### src/timer16_pkg.sv
// Constants shared by the sixteen-bit timer counter with input capture
package timer16_pkg;

  // ----------
  // Register byte addresses (one aligned word each, data in bits 7:0)
  // ----------
  localparam logic [7:0] OFS_CONTROL_A = 8'h00;
  localparam logic [7:0] OFS_CONTROL_B = 8'h04;
  localparam logic [7:0] OFS_COUNT_LOW = 8'h08;
  localparam logic [7:0] OFS_COUNT_HIGH = 8'h0c;
  localparam logic [7:0] OFS_CAPTURE_LOW = 8'h10;
  localparam logic [7:0] OFS_CAPTURE_HIGH = 8'h14;
  localparam logic [7:0] OFS_FLAGS = 8'h18;
  localparam logic [7:0] OFS_IRQ_ENABLE = 8'h1c;
  localparam logic [7:0] OFS_COMP_CTRL = 8'h20;

  // ----------
  // Field positions
  // ----------
  localparam int CTRLA_WGM_LO = 0;
  localparam int CTRLB_CS_LO = 0;
  localparam int CTRLB_WGM_HI_LO = 3;
  localparam int CTRLB_EDGE_RISE = 6;
  localparam int CTRLB_FILTER_EN = 7;
  localparam int FLAG_OVERFLOW = 0;
  localparam int FLAG_CAPTURE = 5;
  localparam int COMP_TRIGGER_SEL = 2;

  // ----------
  // Reset values
  // ----------
  localparam logic [7:0] RST_BYTE = 8'h00;
  localparam logic [15:0] RST_WORD = 16'h0000;
  localparam logic [3:0] RST_FILTER = 4'h0;

  // ----------
  // Count limits and fixed tops
  // ----------
  localparam logic [15:0] COUNT_BOTTOM = 16'h0000;
  localparam logic [15:0] COUNT_MAX = 16'hffff;
  localparam logic [15:0] TOP_8BIT = 16'h00ff;
  localparam logic [15:0] TOP_9BIT = 16'h01ff;
  localparam logic [15:0] TOP_10BIT = 16'h03ff;
  localparam logic [15:0] COUNT_ONE = 16'h0001;

  // Noise filter depth in system clock samples
  localparam int FILTER_SAMPLES = 4;

  // ----------
  // Clock source codes
  // ----------
  localparam logic [2:0] CS_STOP = 3'h0;
  localparam logic [2:0] CS_DIV1 = 3'h1;
  localparam logic [2:0] CS_DIV8 = 3'h2;
  localparam logic [2:0] CS_DIV64 = 3'h3;
  localparam logic [2:0] CS_DIV256 = 3'h4;
  localparam logic [2:0] CS_DIV1024 = 3'h5;
  localparam logic [2:0] CS_EXT_FALL = 3'h6;
  localparam logic [2:0] CS_EXT_RISE = 3'h7;

  // AXI responses
  localparam logic [1:0] RESP_OKAY = 2'b00;
  localparam logic [1:0] RESP_SLVERR = 2'b10;

endpackage

### src/timer16_counter_input_capture.sv
// Sixteen-bit up/down counter with input capture behind an AXI4-Lite slave
//
// Design decisions made here: the AXI4-Lite interface to the registers and the address map.
`timescale 1ns/1ps

// What this block does
// High-byte access uses staging; low read latches high
// Low-byte counter write loads full sixteen bits
// One shared staging byte keeps its value
// Three-bit clock select; zero stops counting
// Each tick clears or steps count by one, dual-slope turns at top and bottom included
// Software counter write beats clear and count
// Four-bit waveform mode split over control A, B
// Bottom at zero, top at sequence maximum
// Overflow flag set where mode defines; requests interrupt
// Selected trigger edge copies count into capture
// Capture flag set in the copy cycle
// Enabled capture flag requests interrupt; ack clears
// Writing one clears capture flag; zero keeps
// Capture low read first latches high into staging
// Capture writable only in capture-top modes
// Software writes capture high before low
// Comparator select switches trigger to comparator output
// Source switch may capture; software clears flag
// Filter passes level after four equal samples
// Filter enable adds four cycles, prescaler independent
// No captures in capture-top modes
// Software toggling capture pin triggers captures
// Top fixed, compare A, or capture per mode
// Count maximum all ones, bottom zero
// Edge select picks rising or falling trigger
// Capture and comparator inputs synchronised first
module timer16_counter_input_capture
  import timer16_pkg::*;
(
  input wire logic aclk,
  input wire logic aresetn,
  input wire logic [7:0] s_axi_awaddr,
  input wire logic [2:0] s_axi_awprot,
  input wire logic s_axi_awvalid,
  output logic s_axi_awready,
  input wire logic [31:0] s_axi_wdata,
  input wire logic [3:0] s_axi_wstrb,
  input wire logic s_axi_wvalid,
  output logic s_axi_wready,
  output logic [1:0] s_axi_bresp,
  output logic s_axi_bvalid,
  input wire logic s_axi_bready,
  input wire logic [7:0] s_axi_araddr,
  input wire logic [2:0] s_axi_arprot,
  input wire logic s_axi_arvalid,
  output logic s_axi_arready,
  output logic [31:0] s_axi_rdata,
  output logic [1:0] s_axi_rresp,
  output logic s_axi_rvalid,
  input wire logic s_axi_rready,
  input wire logic [3:0] prescale_taps,
  input wire logic external_count_pin,
  input wire logic capture_pin,
  input wire logic comparator_output,
  input wire logic [15:0] compare_a_value,
  input wire logic capture_irq_ack,
  input wire logic overflow_irq_ack,
  output logic [15:0] count_value,
  output logic [3:0] waveform_mode_field,
  output logic count_top,
  output logic count_bottom,
  output logic count_down,
  output logic capture_irq,
  output logic overflow_irq
);

  // ----------------------------------------------------------------------
  // Mode decoding
  // ----------------------------------------------------------------------
  // Modes that take their top from the capture register
  function automatic logic uses_capture_top(input logic [3:0] m);
    return (m == 4'd8) || (m == 4'd10) || (m == 4'd12) || (m == 4'd14);
  endfunction

  // ----------------------------------------------------------------------
  // State
  // ----------------------------------------------------------------------
  logic [7:0] control_a_r, control_b_r, comp_ctrl_r, irq_enable_r, staging_r;
  logic [15:0] count_r, capture_r;
  logic dir_down_r, overflow_flag_r, capture_flag_r;
  logic cap_s1_r, cap_s2_r, comp_s1_r, comp_s2_r, ext_s1_r, ext_s2_r, ext_prev_r;
  logic [3:0] filt_hist_r;
  logic filt_level_r, edge_prev_r;
  logic aw_got_r, w_got_r, wstrb0_r, bvalid_r, rvalid_r;
  logic [7:0] waddr_r, wdata_r;
  logic [31:0] rdata_r;
  logic [1:0] rresp_r, bresp_r;

  // ----------------------------------------------------------------------
  // Control fields
  // ----------------------------------------------------------------------
  wire [3:0] wgm = {control_b_r[CTRLB_WGM_HI_LO +: 2], control_a_r[CTRLA_WGM_LO +: 2]};
  wire [2:0] clock_source_select = control_b_r[CTRLB_CS_LO +: 3];
  wire edge_rising = control_b_r[CTRLB_EDGE_RISE];
  wire noise_filter_enable = control_b_r[CTRLB_FILTER_EN];
  wire comparator_trigger_select = comp_ctrl_r[COMP_TRIGGER_SEL];
  wire capture_irq_enable = irq_enable_r[FLAG_CAPTURE];
  wire overflow_irq_enable = irq_enable_r[FLAG_OVERFLOW];
  wire capture_top_mode = uses_capture_top(wgm);

  // ----------------------------------------------------------------------
  // Timer tick selection
  // ----------------------------------------------------------------------
  wire ext_rise = ext_s2_r & ~ext_prev_r;
  wire ext_fall = ~ext_s2_r & ext_prev_r;
  logic timer_tick;
  always_comb begin
    unique case (clock_source_select)
      CS_STOP: timer_tick = 1'b0;
      CS_DIV1: timer_tick = 1'b1;
      CS_DIV8: timer_tick = prescale_taps[0];
      CS_DIV64: timer_tick = prescale_taps[1];
      CS_DIV256: timer_tick = prescale_taps[2];
      CS_DIV1024: timer_tick = prescale_taps[3];
      CS_EXT_FALL: timer_tick = ext_fall;
      CS_EXT_RISE: timer_tick = ext_rise;
    endcase
  end

  // ----------------------------------------------------------------------
  // Top value and sequence shape
  // ----------------------------------------------------------------------
  logic [15:0] top_value;
  logic dual_slope, clear_at_top, ovf_at_top;
  always_comb begin
    top_value = COUNT_MAX;
    dual_slope = 1'b0;
    clear_at_top = 1'b0;
    ovf_at_top = 1'b0;
    unique case (wgm)
      4'd1, 4'd5: top_value = TOP_8BIT;
      4'd2, 4'd6: top_value = TOP_9BIT;
      4'd3, 4'd7: top_value = TOP_10BIT;
      4'd4, 4'd9, 4'd11, 4'd15: top_value = compare_a_value;
      4'd8, 4'd10, 4'd12, 4'd14: top_value = capture_r;
      default: top_value = COUNT_MAX;
    endcase
    unique case (wgm)
      4'd1, 4'd2, 4'd3, 4'd8, 4'd9, 4'd10, 4'd11: dual_slope = 1'b1;
      4'd4, 4'd12: clear_at_top = 1'b1;
      4'd5, 4'd6, 4'd7, 4'd14, 4'd15: begin
        clear_at_top = 1'b1;
        ovf_at_top = 1'b1;
      end
      default: dual_slope = 1'b0;
    endcase
  end

  wire at_top = (count_r == top_value);
  wire at_bottom = (count_r == COUNT_BOTTOM);
  // Next count on a tick: clear, or step by one, also from bottom up to one while turning up in dual slope
  logic [15:0] tick_count;
  logic tick_down, tick_ovf;
  always_comb begin
    tick_count = count_r + COUNT_ONE;
    tick_down = dir_down_r;
    tick_ovf = 1'b0;
    if (dual_slope) begin
      if (dir_down_r) begin
        if (at_bottom) tick_down = 1'b0;
        else tick_count = count_r - COUNT_ONE;
        tick_ovf = at_bottom;
      end else if (count_r >= top_value) begin
        tick_down = 1'b1;
        tick_count = count_r - COUNT_ONE;
      end
    end else begin
      tick_down = 1'b0;
      if (clear_at_top && at_top) tick_count = COUNT_BOTTOM;
      tick_ovf = ovf_at_top ? at_top : (count_r == COUNT_MAX);
    end
  end

  // ----------------------------------------------------------------------
  // Capture trigger path: sync, source select, filter, edge detect
  // ----------------------------------------------------------------------
  wire trig_raw = comparator_trigger_select ? comp_s2_r : cap_s2_r;
  wire [3:0] filt_window = {filt_hist_r[2:0], trig_raw};
  wire filt_all_one = &filt_window[FILTER_SAMPLES-1:0];
  wire filt_all_zero = ~|filt_window[FILTER_SAMPLES-1:0];
  wire filt_next = filt_all_one ? 1'b1 : (filt_all_zero ? 1'b0 : filt_level_r);
  wire edge_in = noise_filter_enable ? filt_level_r : trig_raw;
  wire edge_seen = edge_rising ? (edge_in & ~edge_prev_r) : (~edge_in & edge_prev_r);
  wire capture_event = edge_seen & ~capture_top_mode;

  // ----------------------------------------------------------------------
  // AXI4-Lite write channel
  // ----------------------------------------------------------------------
  assign s_axi_awready = ~aw_got_r & ~bvalid_r;
  assign s_axi_wready = ~w_got_r & ~bvalid_r;
  wire aw_fire = s_axi_awvalid & s_axi_awready;
  wire w_fire = s_axi_wvalid & s_axi_wready;
  wire wr_go = aw_got_r & w_got_r & ~bvalid_r;
  wire wr_en = wr_go & wstrb0_r;
  wire [7:0] wb = wdata_r;
  wire wr_ctrl_a = wr_en & (waddr_r == OFS_CONTROL_A);
  wire wr_ctrl_b = wr_en & (waddr_r == OFS_CONTROL_B);
  wire wr_cnt_lo = wr_en & (waddr_r == OFS_COUNT_LOW);
  wire wr_cap_lo = wr_en & (waddr_r == OFS_CAPTURE_LOW) & capture_top_mode;
  wire wr_high = wr_en & ((waddr_r == OFS_COUNT_HIGH) | (waddr_r == OFS_CAPTURE_HIGH));
  wire wr_flags = wr_en & (waddr_r == OFS_FLAGS);
  wire wr_irq_en = wr_en & (waddr_r == OFS_IRQ_ENABLE);
  wire wr_comp = wr_en & (waddr_r == OFS_COMP_CTRL);
  wire waddr_ok = (waddr_r <= OFS_COMP_CTRL) & (waddr_r[1:0] == 2'b00);

  // ----------------------------------------------------------------------
  // AXI4-Lite read channel
  // ----------------------------------------------------------------------
  assign s_axi_arready = ~rvalid_r;
  wire ar_fire = s_axi_arvalid & s_axi_arready;
  wire rd_cnt_lo = ar_fire & (s_axi_araddr == OFS_COUNT_LOW);
  wire rd_cap_lo = ar_fire & (s_axi_araddr == OFS_CAPTURE_LOW);
  wire [7:0] flags_byte = 8'(overflow_flag_r) << FLAG_OVERFLOW |
                          8'(capture_flag_r) << FLAG_CAPTURE;
  logic [7:0] rd_byte;
  logic rd_ok;
  always_comb begin
    rd_ok = 1'b1;
    unique case (s_axi_araddr)
      OFS_CONTROL_A: rd_byte = control_a_r;
      OFS_CONTROL_B: rd_byte = control_b_r;
      OFS_COUNT_LOW: rd_byte = count_r[7:0];
      OFS_COUNT_HIGH: rd_byte = staging_r;
      OFS_CAPTURE_LOW: rd_byte = capture_r[7:0];
      OFS_CAPTURE_HIGH: rd_byte = staging_r;
      OFS_FLAGS: rd_byte = flags_byte;
      OFS_IRQ_ENABLE: rd_byte = irq_enable_r;
      OFS_COMP_CTRL: rd_byte = comp_ctrl_r;
      default: begin
        rd_byte = RST_BYTE;
        rd_ok = 1'b0;
      end
    endcase
  end

  // ----------------------------------------------------------------------
  // Bus handshake state
  // ----------------------------------------------------------------------
  always_ff @(posedge aclk) begin
    if (!aresetn) begin
      aw_got_r <= 1'b0;
      w_got_r <= 1'b0;
      waddr_r <= RST_BYTE;
      wdata_r <= RST_BYTE;
      wstrb0_r <= 1'b0;
      bvalid_r <= 1'b0;
    end else begin
      if (aw_fire) begin
        aw_got_r <= 1'b1;
        waddr_r <= s_axi_awaddr;
      end
      if (w_fire) begin
        w_got_r <= 1'b1;
        wdata_r <= s_axi_wdata[7:0];
        wstrb0_r <= s_axi_wstrb[0];
      end
      if (wr_go) begin
        aw_got_r <= 1'b0;
        w_got_r <= 1'b0;
        bvalid_r <= 1'b1;
      end else if (s_axi_bready) bvalid_r <= 1'b0;
    end
  end

  always_ff @(posedge aclk) begin
    if (!aresetn) begin
      bresp_r <= RESP_OKAY;
      rvalid_r <= 1'b0;
      rdata_r <= 32'h0000_0000;
      rresp_r <= RESP_OKAY;
    end else begin
      if (wr_go) bresp_r <= waddr_ok ? RESP_OKAY : RESP_SLVERR;
      if (ar_fire) begin
        rvalid_r <= 1'b1;
        rdata_r <= {24'h00_0000, rd_byte};
        rresp_r <= rd_ok ? RESP_OKAY : RESP_SLVERR;
      end else if (s_axi_rready) begin
        rvalid_r <= 1'b0;
      end
    end
  end

  // ----------------------------------------------------------------------
  // Control registers and shared staging byte
  // ----------------------------------------------------------------------
  always_ff @(posedge aclk) begin
    if (!aresetn) begin
      control_a_r <= RST_BYTE;
      control_b_r <= RST_BYTE;
      comp_ctrl_r <= RST_BYTE;
      irq_enable_r <= RST_BYTE;
      staging_r <= RST_BYTE;
    end else begin
      if (wr_ctrl_a) control_a_r <= wb;
      if (wr_ctrl_b) control_b_r <= wb;
      if (wr_comp) comp_ctrl_r <= wb;
      if (wr_irq_en) irq_enable_r <= wb;
      // Bus write wins a collision with a low-byte read latch
      if (wr_high) staging_r <= wb;
      else if (rd_cnt_lo) staging_r <= count_r[15:8];
      else if (rd_cap_lo) staging_r <= capture_r[15:8];
    end
  end

  // ----------------------------------------------------------------------
  // Counter
  // ----------------------------------------------------------------------
  always_ff @(posedge aclk) begin
    if (!aresetn) begin
      count_r <= RST_WORD;
      dir_down_r <= 1'b0;
    end else if (wr_cnt_lo) begin
      count_r <= {staging_r, wb};
    end else if (timer_tick) begin
      count_r <= tick_count;
      dir_down_r <= tick_down;
    end
  end

  // ----------------------------------------------------------------------
  // Capture register and flags
  // ----------------------------------------------------------------------
  wire ovf_set = timer_tick & ~wr_cnt_lo & tick_ovf;
  wire ovf_clr = (wr_flags & wb[FLAG_OVERFLOW]) | overflow_irq_ack;
  wire cap_clr = (wr_flags & wb[FLAG_CAPTURE]) | capture_irq_ack;
  always_ff @(posedge aclk) begin
    if (!aresetn) begin
      capture_r <= RST_WORD;
      capture_flag_r <= 1'b0;
      overflow_flag_r <= 1'b0;
    end else begin
      if (capture_event) capture_r <= count_r;
      else if (wr_cap_lo) capture_r <= {staging_r, wb};
      // A new event outranks a clear in the same cycle
      if (capture_event) capture_flag_r <= 1'b1;
      else if (cap_clr) capture_flag_r <= 1'b0;
      if (ovf_set) overflow_flag_r <= 1'b1;
      else if (ovf_clr) overflow_flag_r <= 1'b0;
    end
  end

  // ----------------------------------------------------------------------
  // Input synchronisers and filter
  // ----------------------------------------------------------------------
  always_ff @(posedge aclk) begin
    if (!aresetn) begin
      cap_s1_r <= 1'b0;
      cap_s2_r <= 1'b0;
      comp_s1_r <= 1'b0;
      comp_s2_r <= 1'b0;
      ext_s1_r <= 1'b0;
      ext_s2_r <= 1'b0;
      ext_prev_r <= 1'b0;
    end else begin
      cap_s1_r <= capture_pin;
      cap_s2_r <= cap_s1_r;
      comp_s1_r <= comparator_output;
      comp_s2_r <= comp_s1_r;
      ext_s1_r <= external_count_pin;
      ext_s2_r <= ext_s1_r;
      ext_prev_r <= ext_s2_r;
    end
  end

  // Filter history runs in every mode so that re-enabling it sees fresh samples
  always_ff @(posedge aclk) begin
    if (!aresetn) begin
      filt_hist_r <= RST_FILTER;
      filt_level_r <= 1'b0;
      edge_prev_r <= 1'b0;
    end else begin
      filt_hist_r <= filt_window;
      filt_level_r <= filt_next;
      edge_prev_r <= edge_in;
    end
  end

  // ----------------------------------------------------------------------
  // Outputs
  // ----------------------------------------------------------------------
  assign s_axi_bvalid = bvalid_r;
  assign s_axi_bresp = bresp_r;
  assign s_axi_rvalid = rvalid_r;
  assign s_axi_rdata = rdata_r;
  assign s_axi_rresp = rresp_r;
  assign count_value = count_r;
  assign waveform_mode_field = wgm;
  assign count_top = at_top;
  assign count_bottom = at_bottom;
  assign count_down = dir_down_r;
  assign capture_irq = capture_flag_r & capture_irq_enable;
  assign overflow_irq = overflow_flag_r & overflow_irq_enable;

endmodule

### config.mk
export PLATFORM = sky130hd
export DESIGN_NAME = timer16_counter_input_capture
export DESIGN_NICKNAME = d
export VERILOG_FILES = /design/src/timer16_pkg.sv /design/src/timer16_counter_input_capture.sv
export SDC_FILE = /design/constraint.sdc
export NUM_CORES = 1
export LEC_CHECK = 0
export ABC_AREA = 1
export BUFFER_PORTS_ARGS = -buffer_cell sky130_fd_sc_hd__buf_4
export CAP_MARGIN = 20
export CORE_ASPECT_RATIO = 0.7
export CORE_MARGIN = 2
export CORE_UTILIZATION = 45
export DETAILED_ROUTE_END_ITERATION = 10
export PLACE_DENSITY = 0.73
export SLEW_MARGIN = 10
export SYNTH_ARGS = -nofsm -noshare
export SYNTH_HDL_FRONTEND = slang
export SYNTH_SLANG_ARGS = --single-unit
### constraint.sdc
create_clock -name aclk -period 3.3 [get_ports aclk]
set_input_delay 0.33 -clock aclk [delete_from_list [all_inputs] [get_ports aclk]]
set_output_delay 0.33 -clock aclk [all_outputs]
set_load 0.1 [all_outputs]
==> results of run 1 <==
## logic make-up (layout without fill, tap and decap cells)
| family | after synthesis | in the layout |
|---|---|---|
| buffers and inverters | 188 | 281 |
| adders and majority gates | 19 | 19 |
| AOI/OAI and AO/OA | 265 | 265 |
| and+or+nand+nor | 411 | 411 |
| other | 1 | 26 |
| xor gates and xnor gates | 19 | 19 |
| DFF | 118 | 118 |
## placed cells by master (no fill, tap or decap), types with 17 or more instances in the layout
cell       netlist  layout
nand2_1        233     232
buf_4           34     125
dfxtp_1        118     117
inv_1          101      99
a21oi_1         93      93
o21ai_0         80      72
nor2_1          56      54
nand3_1         50      50
conb_1           1      26
xor2_1          19      19
ha_1            19      19
nor2_2          18      18
inv_2           17      18
a31oi_1         18      18
o21ai_1          9      17
a22oi_1         17      17
clkbuf_16        0      17
## worst max-delay path, stage by stage, from the launching register on
cell	delay, ns
dfxtp_2	0.35
inv_1	0.09
buf_4	0.15
nor2_4	0.12
buf_6	0.13
clkinvlp_4	0.07
clkdlybuf4s18_2	0.26
o21ai_1	0.16
a211oi_1	0.07
ha_1	0.30
nand2_1	0.05
inv_1	0.04
nand2_1	0.09
nor2_4	0.17
nand2_2	0.10
inv_2	0.10
buf_12	0.18
## what timing repair did
item,CTS,global route
endpoints found under the setup margin,18,18
resized for setup,14,10
pin swaps,0,5
cloned,0,0
buffers inserted,3,6
## metal layers
layer,vias to the layer above,track usage,share of wire
met2,374,0.392,0.41
li1,3567,-,-
met5,-,0,0
met4,0,0.0787,0.015
met1,3410,0.398,0.46
met3,36,0.0524,0.11
## power by group through the flow
stage               registers [uW]  logic, uW  clock network, uW
finish                        1490        450               1750
global route                  1490        477               1820
CTS                           1490        444               1750
detailed placement            1520        443                  0
global placement              1520        439                  0
floorplan                     1530        336                  0
## path summary, 6_finish.rpt
| kind | startpoint | to | slack [ns] |
|---|---|---|---|
| max | control_b_r[4] | count_top | 0.12 |
| min | comparator_output | comp_s1_r | 0.09 |
| max reg2reg | control_b_r[4] | count_value[14] | 0.17 |
| min reg2reg | cap_s1_r | cap_s2_r | 0.41 |
## cell type report
| type | count | area (sq um) |
|---|---|---|
| clock buffers | 18 | 439 |
| clock inverters | 14 | 120 |
| fillers | 1485 | 6880 |
| inverters | 121 | 460 |
| multi-input cells | 740 | 4010 |
| flip-flops and latches | 118 | 2360 |
| well taps | 200 | 250 |
| repair buffers | 128 | 980 |
## metrics by stage
step | std cells | utilization | hold WS (ns) | total power [uW]
CTS | 1333 | 0.552 | 0.0795 | 3690
global placement | 1298 | 0.511 | 0.394 | 1960
finish | 1339 | 0.556 | 0.0855 | 3690
floorplan | 1046 | - | 0.390 | 1870
global route | 1339 | 0.556 | 0.0973 | 3790
detailed placement | 1298 | 0.511 | 0.398 | 1960
## sequential cells by signal, indices dropped and copies added, names as in the netlist, 3 cells and up
name          cells
capture_r        16
count_value      16
filt_hist_r       3
staging_r         8
waddr_r           8
wb                8
comp_ctrl_r       8
control_b_r       8
irq_enable_r      8
s_axi_rdata       8
control_a_r       8
==> reports/qor_table.md, run 1 <==
| Metric | Reported |
|:---|:---|
| Result of the run | complete, no violations |
| Cell depth of the worst hold path | 3 |
| Share of the yosys chip area belonging to registers | 0.331 |
| Class of the most critical hold timing path | in2reg |
| Post-Place Cell Area | 7930 sq um |
| Switching component of the power | 1130 uW |
| Largest fanout on the critical path | 4 |
| Synthesized area divided by synthesized cell count | 6.99 sq um |
| Worst endpoint data arrival time | 2.85 ns |
| Diodes inserted | 0 |
| Y dimension of the die | 109 microns |
| Worst slack after detailed placement | -0.210 ns |
| Share of async-settable or async-resettable flops after synthesis | 0 |
| Share of synthesized cell area in full adder, half adder and majority cells | 0.0333 |
| Synthesized area | 7130 sq um |
| Summed negative setup slack over all endpoints | 0 ns |
| Fmax achieved | 314 MHz |
| Max Slew Vio Count | 0 |
| Routed WL per cell | 16.8 microns |
| Die Area | 16900 sq um |
| Final routed wirelength across all metal layers | 22600 microns |
| Primary FF master, synth | dfxtp_1 |
| Wire length of the first global-routing pass | 34900 microns |
| Synthesis-stage register bit count | 118 |
| Synthesized-area fraction occupied by ao, oa, aoi and oai cells | 0.214 |
| Width of the die | 154 microns |
| Row count | 38 |
| Library cell occupying the most area in the post-synthesis netlist | dfxtp_1 |
| Post-synthesis cell type count | 55 |
| Initial Utilization | 0.460 |
| Worst rel slew slack | 0.289 |
| Slew @ Worst Pin | 1.07 ns |
| Final setup slack of the worst path | 0.117 ns |
| DR vias | 7387 |
| Largest net degree at the start of global routing | 64 |
| Clock power frac | 0.474 |
| EDFF count, synth | 0 |
| Top-area cell type share of the netlist area | 0.331 |
| Routability Congestion | 0.915 |
| Top cells by area, synth | dfxtp_1 33%, nand2_1 12%, a21oi_1 6.5%, o21ai_0 5.6%, inv_1 5.3% |
| Clock transition at the register clock pins on the worst setup and hold paths after CTS | 0.06 ns |
| Pwr Density | 428 nW/um^2 |
| TritonRoute pass-1 iters | 5 |
| Area growth, synth to finish | 20.8% |
| Via/cell ratio | 5.52 |
| Proportion of layout cells with a drive suffix above 1 | 0.213 |
| H-tree depth reported by CTS | 4 |
| WP data required | 2.97 ns |
| Synth Area in Simple Gates | 0.269 |
| Hold Buf Count CTS | 0 |
| Clock Sinks | 118 |
| Iteration-0 DRC Markers | 871 |
| Internal Pwr Total | 2560 uW |
| Portion of total power attributed to sequential cells | 0.404 |
| Root buffer selected by CTS | clkbuf_16 |
| XOR/XNOR Fraction of Synth Area | 0.0233 |
| Final setup skew | 0.00805 ns |
| Number of hold-slack violations in the final timing report | 0 |
| Worst IR drop on VDD | 0.000314 V |
| Sum of overflow across all layers after global routing | 0 |
| Main combinational cell family by area after synthesis | simple AND/OR/NAND/NOR gates |
| Post-synthesis cell count | 1021 |
| Cell leakage power | 0.00391 uW |
| CTS tree | built |
| Initial antenna violation count | 0 |
| Combinational share of power | 0.122 |
| Period Utilization, post-route | 0.964 |
| Length in cells of the worst reg-to-reg path | 22 |
| Final antenna-violating net count | 0 |
| Core outline area | 15500 sq um |
| Portion of netlist area occupied by mux cells | 0 |
| Worst-skew pair later-pin latency | 0.42 ns |
| Commonest cells in the netlist | 233 x nand2_1, 118 x dfxtp_1, 101 x inv_1 |
| Maximum count of clock buffers along a single path | 2 |
| Post-layout instance area | 8620 sq um |
| YS warnings | 0 |
| GRT Overall Usage | 0.268 |
| Number of violations of the max-capacitance limit | 0 |
| DRC | 0 |
| Top-level port count | 156 |
| Category of the critical setup timing path | reg2out |
| Crit path capture type | output port |
| Number of global-route vias before repair | 6522 |
| Switching power share of the total | 0.307 |
| Type of origin of the critical path | flip-flop |
| Final setup violation count | 0 |
| Nets | 1235 |
| Most common cell in the netlist | nand2_1 |
| Final period demand of the worst path | 3.18 ns |
| Number of port buffers | 96 |
| Total CTS buffers | 17 |
| HPWL after detailed placement | 16600 microns |
(Power assumes the default switching activity.)
==> inputs of run 2 (changes only) <==
--- a/config.mk
+++ b/config.mk
@@ -13,6 +13,7 @@
 export CORE_UTILIZATION = 45
 export DETAILED_ROUTE_END_ITERATION = 10
 export PLACE_DENSITY = 0.73
+export RECOVER_POWER = 100
 export SLEW_MARGIN = 10
 export SYNTH_ARGS = -nofsm -noshare
 export SYNTH_HDL_FRONTEND = slang
==> run 2 against run 1 <==
Against the previous run:
- the run now ends with capacitance limit, slew limit left
- critical endpoint unchanged
- largest power group unchanged
- sequential share of layout area rose by 0.70 points
- highest routed layer unchanged
- non-clock buffer count did not move
- via count rose by 0.16%
==> reports/qor_table.md, run 2 (synthesis gave the netlist of run 1 again) <==
| Metric | Reported |
|:---|:---|
| Y dimension of the die | 109 microns |
| Cell depth of the worst hold path | 3 |
| Largest fanout on the critical path | 4 |
| Category of the critical setup timing path | reg2out |
| Number of hold-slack violations in the final timing report | 0 |
| DRC | 0 |
| Top-level port count | 156 |
| WP data required | 2.97 ns |
| Initial Utilization | 0.460 |
| Number of global-route vias before repair | 6522 |
| Nets | 1235 |
| Most frequent cells in the layout | 235 x nand2_1, 117 x dfxtp_1, 102 x inv_1 |
| Worst setup slack for register-to-register paths | 0.16 ns |
| Sum of overflow across all layers after global routing | 0 |
| Worst hold slack | 0.0828 ns |
| Proportion of layout cells with a drive suffix above 1 | 0.167 |
| Max Slew Vio Count | 17 |
| Maximum count of clock buffers along a single path | 2 |
| Filler cell count | 1540 |
| Class of the most critical hold timing path | in2reg |
| Summed negative setup slack over all endpoints | 0 ns |
| Met2 track demand over resource | 0.392 |
| Routed WL per cell | 16.9 microns |
| Final routed wirelength across all metal layers | 22600 microns |
| H-tree depth reported by CTS | 4 |
| Reg-to-Reg Start | control_b_r[4] |
| Root buffer selected by CTS | clkbuf_16 |
| Crit path capture type | output port |
| Pwr Density | 436 nW/um^2 |
| Clock transition at the register clock pins on the worst setup and hold paths after CTS | 0.06 ns |
| Hold Buf Count CTS | 0 |
| Worst reg2reg endpoint | count_value[14] |
| Cell leakage power | 0.00372 uW |
| Final setup skew | 0.0113 ns |
| Post-layout instance area | 8410 sq um |
| Placed Instances | 1298 |
| Row count | 38 |
| Clock Sinks | 118 |
| Number of port buffers | 96 |
| GRT Overall Usage | 0.268 |
| Hold Path Sink | ext_s1_r |
| Worst-skew pair later-pin latency | 0.42 ns |
| Die Area | 16900 sq um |
| Commonest non-fill, non-tap cell in the layout | nand2_1 |
| Area growth, synth to finish | 17.8% |
| Result of the run | complete, but fails checks |
| Final setup violation count | 0 |
| Violations in the final reports | capacitance limit, slew limit |
| Fmax achieved | 314 MHz |
| Worst endpoint data arrival time | 2.86 ns |
| Initial antenna violation count | 0 |
| Final antenna-violating net count | 0 |
| Most utilized layer in the global route result | met1 |
| Type of origin of the critical path | flip-flop |
| Core outline area | 15500 sq um |
| Width of the die | 154 microns |
| Met1 GRT Util | 0.398 |
| Worst IR drop on VDD | 0.000316 V |
| Diodes inserted | 0 |
| CTS tree | built |
| Iteration-0 DRC Markers | 880 |
| HPWL after detailed placement | 16600 microns |
| Length in cells of the worst reg-to-reg path | 22 |
| Via/cell ratio | 5.53 |
| Critical path startpoint | control_b_r[4] |
| TritonRoute pass-1 iters | 6 |
| Period Utilization, post-route | 0.966 |
| Number of violations of the max-capacitance limit | 1 |
| Hold_sp | external_count_pin |
| Total CTS buffers | 17 |
| GR Layer Usage met3 | 0.0524 |
| Routability Congestion | 0.915 |
| Post-Place Cell Area | 7930 sq um |
| DR vias | 7399 |
| Final Util | 0.542 |
| Largest net degree at the start of global routing | 64 |
| Wire length of the first global-routing pass | 34900 microns |
| Post-Layout Cell Count | 1339 |
| Worst rel slew slack | -0.137 |
| Slew @ Worst Pin | 1.69 ns |
| Final period demand of the worst path | 3.19 ns |
-- run 2: cell count changes in the layout (fill, tap and decap cells not counted), sizes merged --
cell / delta
clkinv: +1
buf: -42
clkbuf: +42
inv: -1
-- run 2: final cells by class --
type	count	area, sq um	share of cell area
multi-input cells	740	3940	0.469
flip-flops and latches	118	2360	0.281
repair buffers	128	831	0.0988
inverters	121	460	0.0548
clock buffers	18	439	0.0522
well taps	200	250	0.0298
clock inverters	14	120	0.0143
-- run 2: worst max-delay path by stage --
stage               cells after the start  slack [ns]              end
CTS                                    16       0.008        count_top
global route                           22      -0.003  count_value[14]
finish                                 16        0.11        count_top
floorplan                              17        0.19  overflow_flag_r
global placement                       19       -0.13   count_value[2]
detailed placement                     19       -0.21   count_value[2]
-- run 2: metrics by stage --
step,setup WS [ns],power (uW)
3_5_place_dp,-0.210,1960
2_1_floorplan,0.189,1870
3_3_place_gp,-0.132,1960
4_1_cts,0.00763,3690
6_report,0.112,3660
5_1_grt,-0.00268,3770
-- run 2: layer usage --
layer | wire length [microns] | part of all wire
met3 | 2450 | 0.11
met4 | 369 | 0.016
met2 | 9380 | 0.41
met1 | 10400 | 0.46
met5 | 0 | 0
-- run 2: report_power, final --
part           switching (uW)  leakage (uW)  internal (uW)
Combinational             343       0.00250           88.3
Clock                     747      0.000262            997
Sequential               31.1      0.000958           1460
-- run 2: worst max-delay path, cell delays in order (launching register included) --
cell and delay [ns]:
dfxtp_2 0.35, inv_1 0.09, buf_4 0.15, nor2_4 0.12
buf_6 0.13, clkinvlp_4 0.07, clkdlybuf4s18_2 0.27, o21ai_1 0.20
a211oi_2 0.07, ha_1 0.27, nand2_1 0.05, inv_1 0.04
nand2_1 0.09, nor2_4 0.15, nand2_2 0.10, inv_2 0.10
buf_12 0.18
-- run 2: repair_timing --
action / in CTS / in global routing
endpoints found under the setup margin: 18 / 18
pin swaps: 0 / 5
gates resized for setup: 14 / 10
setup buffers: 3 / 6
==> inputs of run 3 (changes only) <==
==> constraint.sdc (replaced) <==
create_clock -name aclk -period 3.3 [get_ports aclk]
set_input_delay 0.66 -clock aclk [delete_from_list [all_inputs] [get_ports aclk]]
set_output_delay 0.66 -clock aclk [all_outputs]
set_load 0.1 [all_outputs]
==> run 3 against run 2 <==
Against the previous run:
- the run ends with capacitance limit, slew limit, setup timing left
- total power rose by 7.5%
- setup slack got worse by 0.14 ns
- die area did not move
- highest routed layer is now met5
==> reports/qor_table.md, run 3 (synthesis gave the netlist of run 1 again) <==
| Metric | Reported |
|:---|:---|
| TritonRoute pass-1 iters | 6 |
| Buffers & Inverters on Critical Path | 4 |
| Worst slack after detailed placement | 0.0859 ns |
| Register area | 2370 sq um |
| Final setup violation count | 1 |
| Clock power frac | 0.511 |
| Y dimension of the die | 109 microns |
| Iteration-0 DRC Markers | 869 |
| Combined area of the multi-input logic cells | 3980 sq um |
| Number of global-route vias before repair | 6781 |
| Top routing layer used | met5 |
| Final setup slack of the worst path | -0.0237 ns |
| Maximum count of clock buffers along a single path | 2 |
| Largest net degree at the start of global routing | 64 |
| Critical-path top delay cell | dfxtp_4 |
| Portion of total power attributed to sequential cells | 0.378 |
| Length in cells of the worst reg-to-reg path | 18 |
| WP data required | 2.64 ns |
| Reg-to-Reg Start | control_b_r[3] |
| Type of origin of the critical path | flip-flop |
| Most frequent cells in the layout | 231 x nand2_1, 114 x dfxtp_1, 99 x inv_1 |
| Max Slew Vio Count | 73 |
| Worst IR drop on VDD | 0.000325 V |
| Total power draw | 3940 uW |
| Filler cell count | 1494 |
| Period Utilization, post-route | 1.01 |
| Critical path destination | count_top |
| Routed met2 length | 9660 microns |
| Cell leakage power | 0.00381 uW |
| Worst hold slack | 0.414 ns |
| Largest stage delay on the critical path | 0.35 ns |
| Fmax achieved | 301 MHz |
| Proportion of layout cells with a drive suffix above 1 | 0.183 |
| Crit path capture type | output port |
| Final routed wirelength across all metal layers | 23300 microns |
| Crit path cell chain | inv_2 > o211ai_1 > nand2_2 > nor3_4 > buf_6 > a211o_1 > a21oi_2 > ha_1 > nand4_1 > nor2_4 > nand2_2 > clkinvlp_4 > buf_12 |
| Category of the critical setup timing path | reg2out |
| Class of the most critical hold timing path | reg2reg |
| Row count | 38 |
| Routed metal-1 wirelength | 10600 microns |
| Final antenna-violating net count | 0 |
| Clock Sinks | 118 |
| CTS tree | built |
| Total CTS buffers | 17 |
| Combinational share of power | 0.111 |
| HPWL after detailed placement | 17200 microns |
| Switching power share of the total | 0.271 |
| Cell type group with the largest total delay on the critical path | simple AND/OR/NAND/NOR gates |
| Pwr Density | 461 nW/um^2 |
| Clock transition at the register clock pins on the worst setup and hold paths after CTS | 0.06 ns |
| Root buffer selected by CTS | clkbuf_16 |
| Number of port buffers | 96 |
| RSZ-0062 raised after global routing | true |
| Slew @ Worst Pin | 1.91 ns |
| Nets | 1237 |
| Internal Pwr Total | 2870 uW |
| Number of hold-slack violations in the final timing report | 0 |
| Area growth, synth to finish | 19.9% |
| Commonest non-fill, non-tap cell in the layout | nand2_1 |
| Initial antenna violation count | 0 |
| Sum of overflow across all layers after global routing | 0 |
| Cell depth of the worst setup path | 13 |
| DR vias | 7412 |
| Result of the run | complete, but fails checks |
| Largest fanout on the critical path | 8 |
| Critical path startpoint | control_b_r[3] |
| Die Area | 16900 sq um |
| GRT Overall Usage | 0.279 |
| Worst endpoint data arrival time | 2.66 ns |
| Via/cell ratio | 5.53 |
| Width of the die | 154 microns |
| Final period demand of the worst path | 3.32 ns |
| Routed WL per cell | 17.4 microns |
| Worst reg2reg endpoint | count_value[1] |
| Wire length of the first global-routing pass | 36600 microns |
| Worst setup slack for register-to-register paths | 0.17 ns |
| Initial Utilization | 0.460 |
| Worst rel slew slack | -0.273 |
| Detail Route met3 WL | 2580 microns |
| Most frequent cell on the critical path | nand2_2 |
| Number of violations of the max-capacitance limit | 2 |
| Core outline area | 15500 sq um |
| Diodes inserted | 0 |
| Top-level port count | 156 |
| Routability Congestion | 0.985 |
| Worst-skew pair later-pin latency | 0.41 ns |
| Switching component of the power | 1070 uW |
| Violations in the final reports | capacitance limit, slew limit, setup timing |
| Final setup skew | 0.00941 ns |
| DRC | 0 |
| H-tree depth reported by CTS | 4 |
==> run 3: tightest hold or removal path: stages (launching register included) <==
cell and delay (ns):
dfxtp_1 0.30, nand2_1 0.05, inv_1 0.04
==> run 3: metal layers <==
metal  vias to the layer above  global-route usage
met4                         2              0.0681
met5                         -              0.0357
met1                      3395               0.412
li1                       3575                   -
met3                        40              0.0642
met2                       400               0.408
==> run 3: worst min-delay path by stage <==
stage	to	depth (start not counted)	startpoint
final	cap_s2_r	2	cap_s1_r
after global placement	ext_s2_r	2	ext_s1_r
after global routing	cap_s2_r	2	cap_s1_r
after floorplan	cap_s2_r	2	cap_s1_r
after CTS	cap_s2_r	2	cap_s1_r
after detailed placement	ext_s2_r	2	ext_s1_r
==> run 3: final cells by class <==
class / count / area share
clock buffers: 21 / 0.0550
repair buffers: 130 / 0.0992
well taps: 200 / 0.0293
flip-flops and latches: 118 / 0.277
inverters: 121 / 0.0543
clock inverters: 11 / 0.0200
multi-input cells: 740 / 0.465
==> run 3: power groups by stage <==
| stage | Clock, uW | Sequential [uW] | Combinational (uW) |
|---|---|---|---|
| after floorplan | 0 | 1530 | 336 |
| after global placement | 0 | 1520 | 446 |
| after detailed placement | 0 | 1520 | 449 |
| after CTS | 2020 | 1490 | 452 |
| after global routing | 2090 | 1490 | 466 |
| final | 2010 | 1490 | 437 |
==> run 3: repair_timing <==
action	CTS	global route
pin swaps	13	10
hold endpoints to repair	0	0
hold buffers	0	0
endpoints found under the setup margin	1	12
setup buffers	9	2
gates resized for setup	29	6
==> run 3: per-stage QoR <==
step / util / cells / cell area, sq um / TNS [ns]
final: 0.552 / 1341 / 8550 / -0.0237
after global routing: 0.552 / 1341 / 8550 / -0.191
after CTS: 0.563 / 1339 / 8730 / -0.00600
after detailed placement: 0.512 / 1298 / 7930 / 0
after global placement: 0.512 / 1298 / 7930 / 0
after floorplan: - / 1046 / 7250 / 0
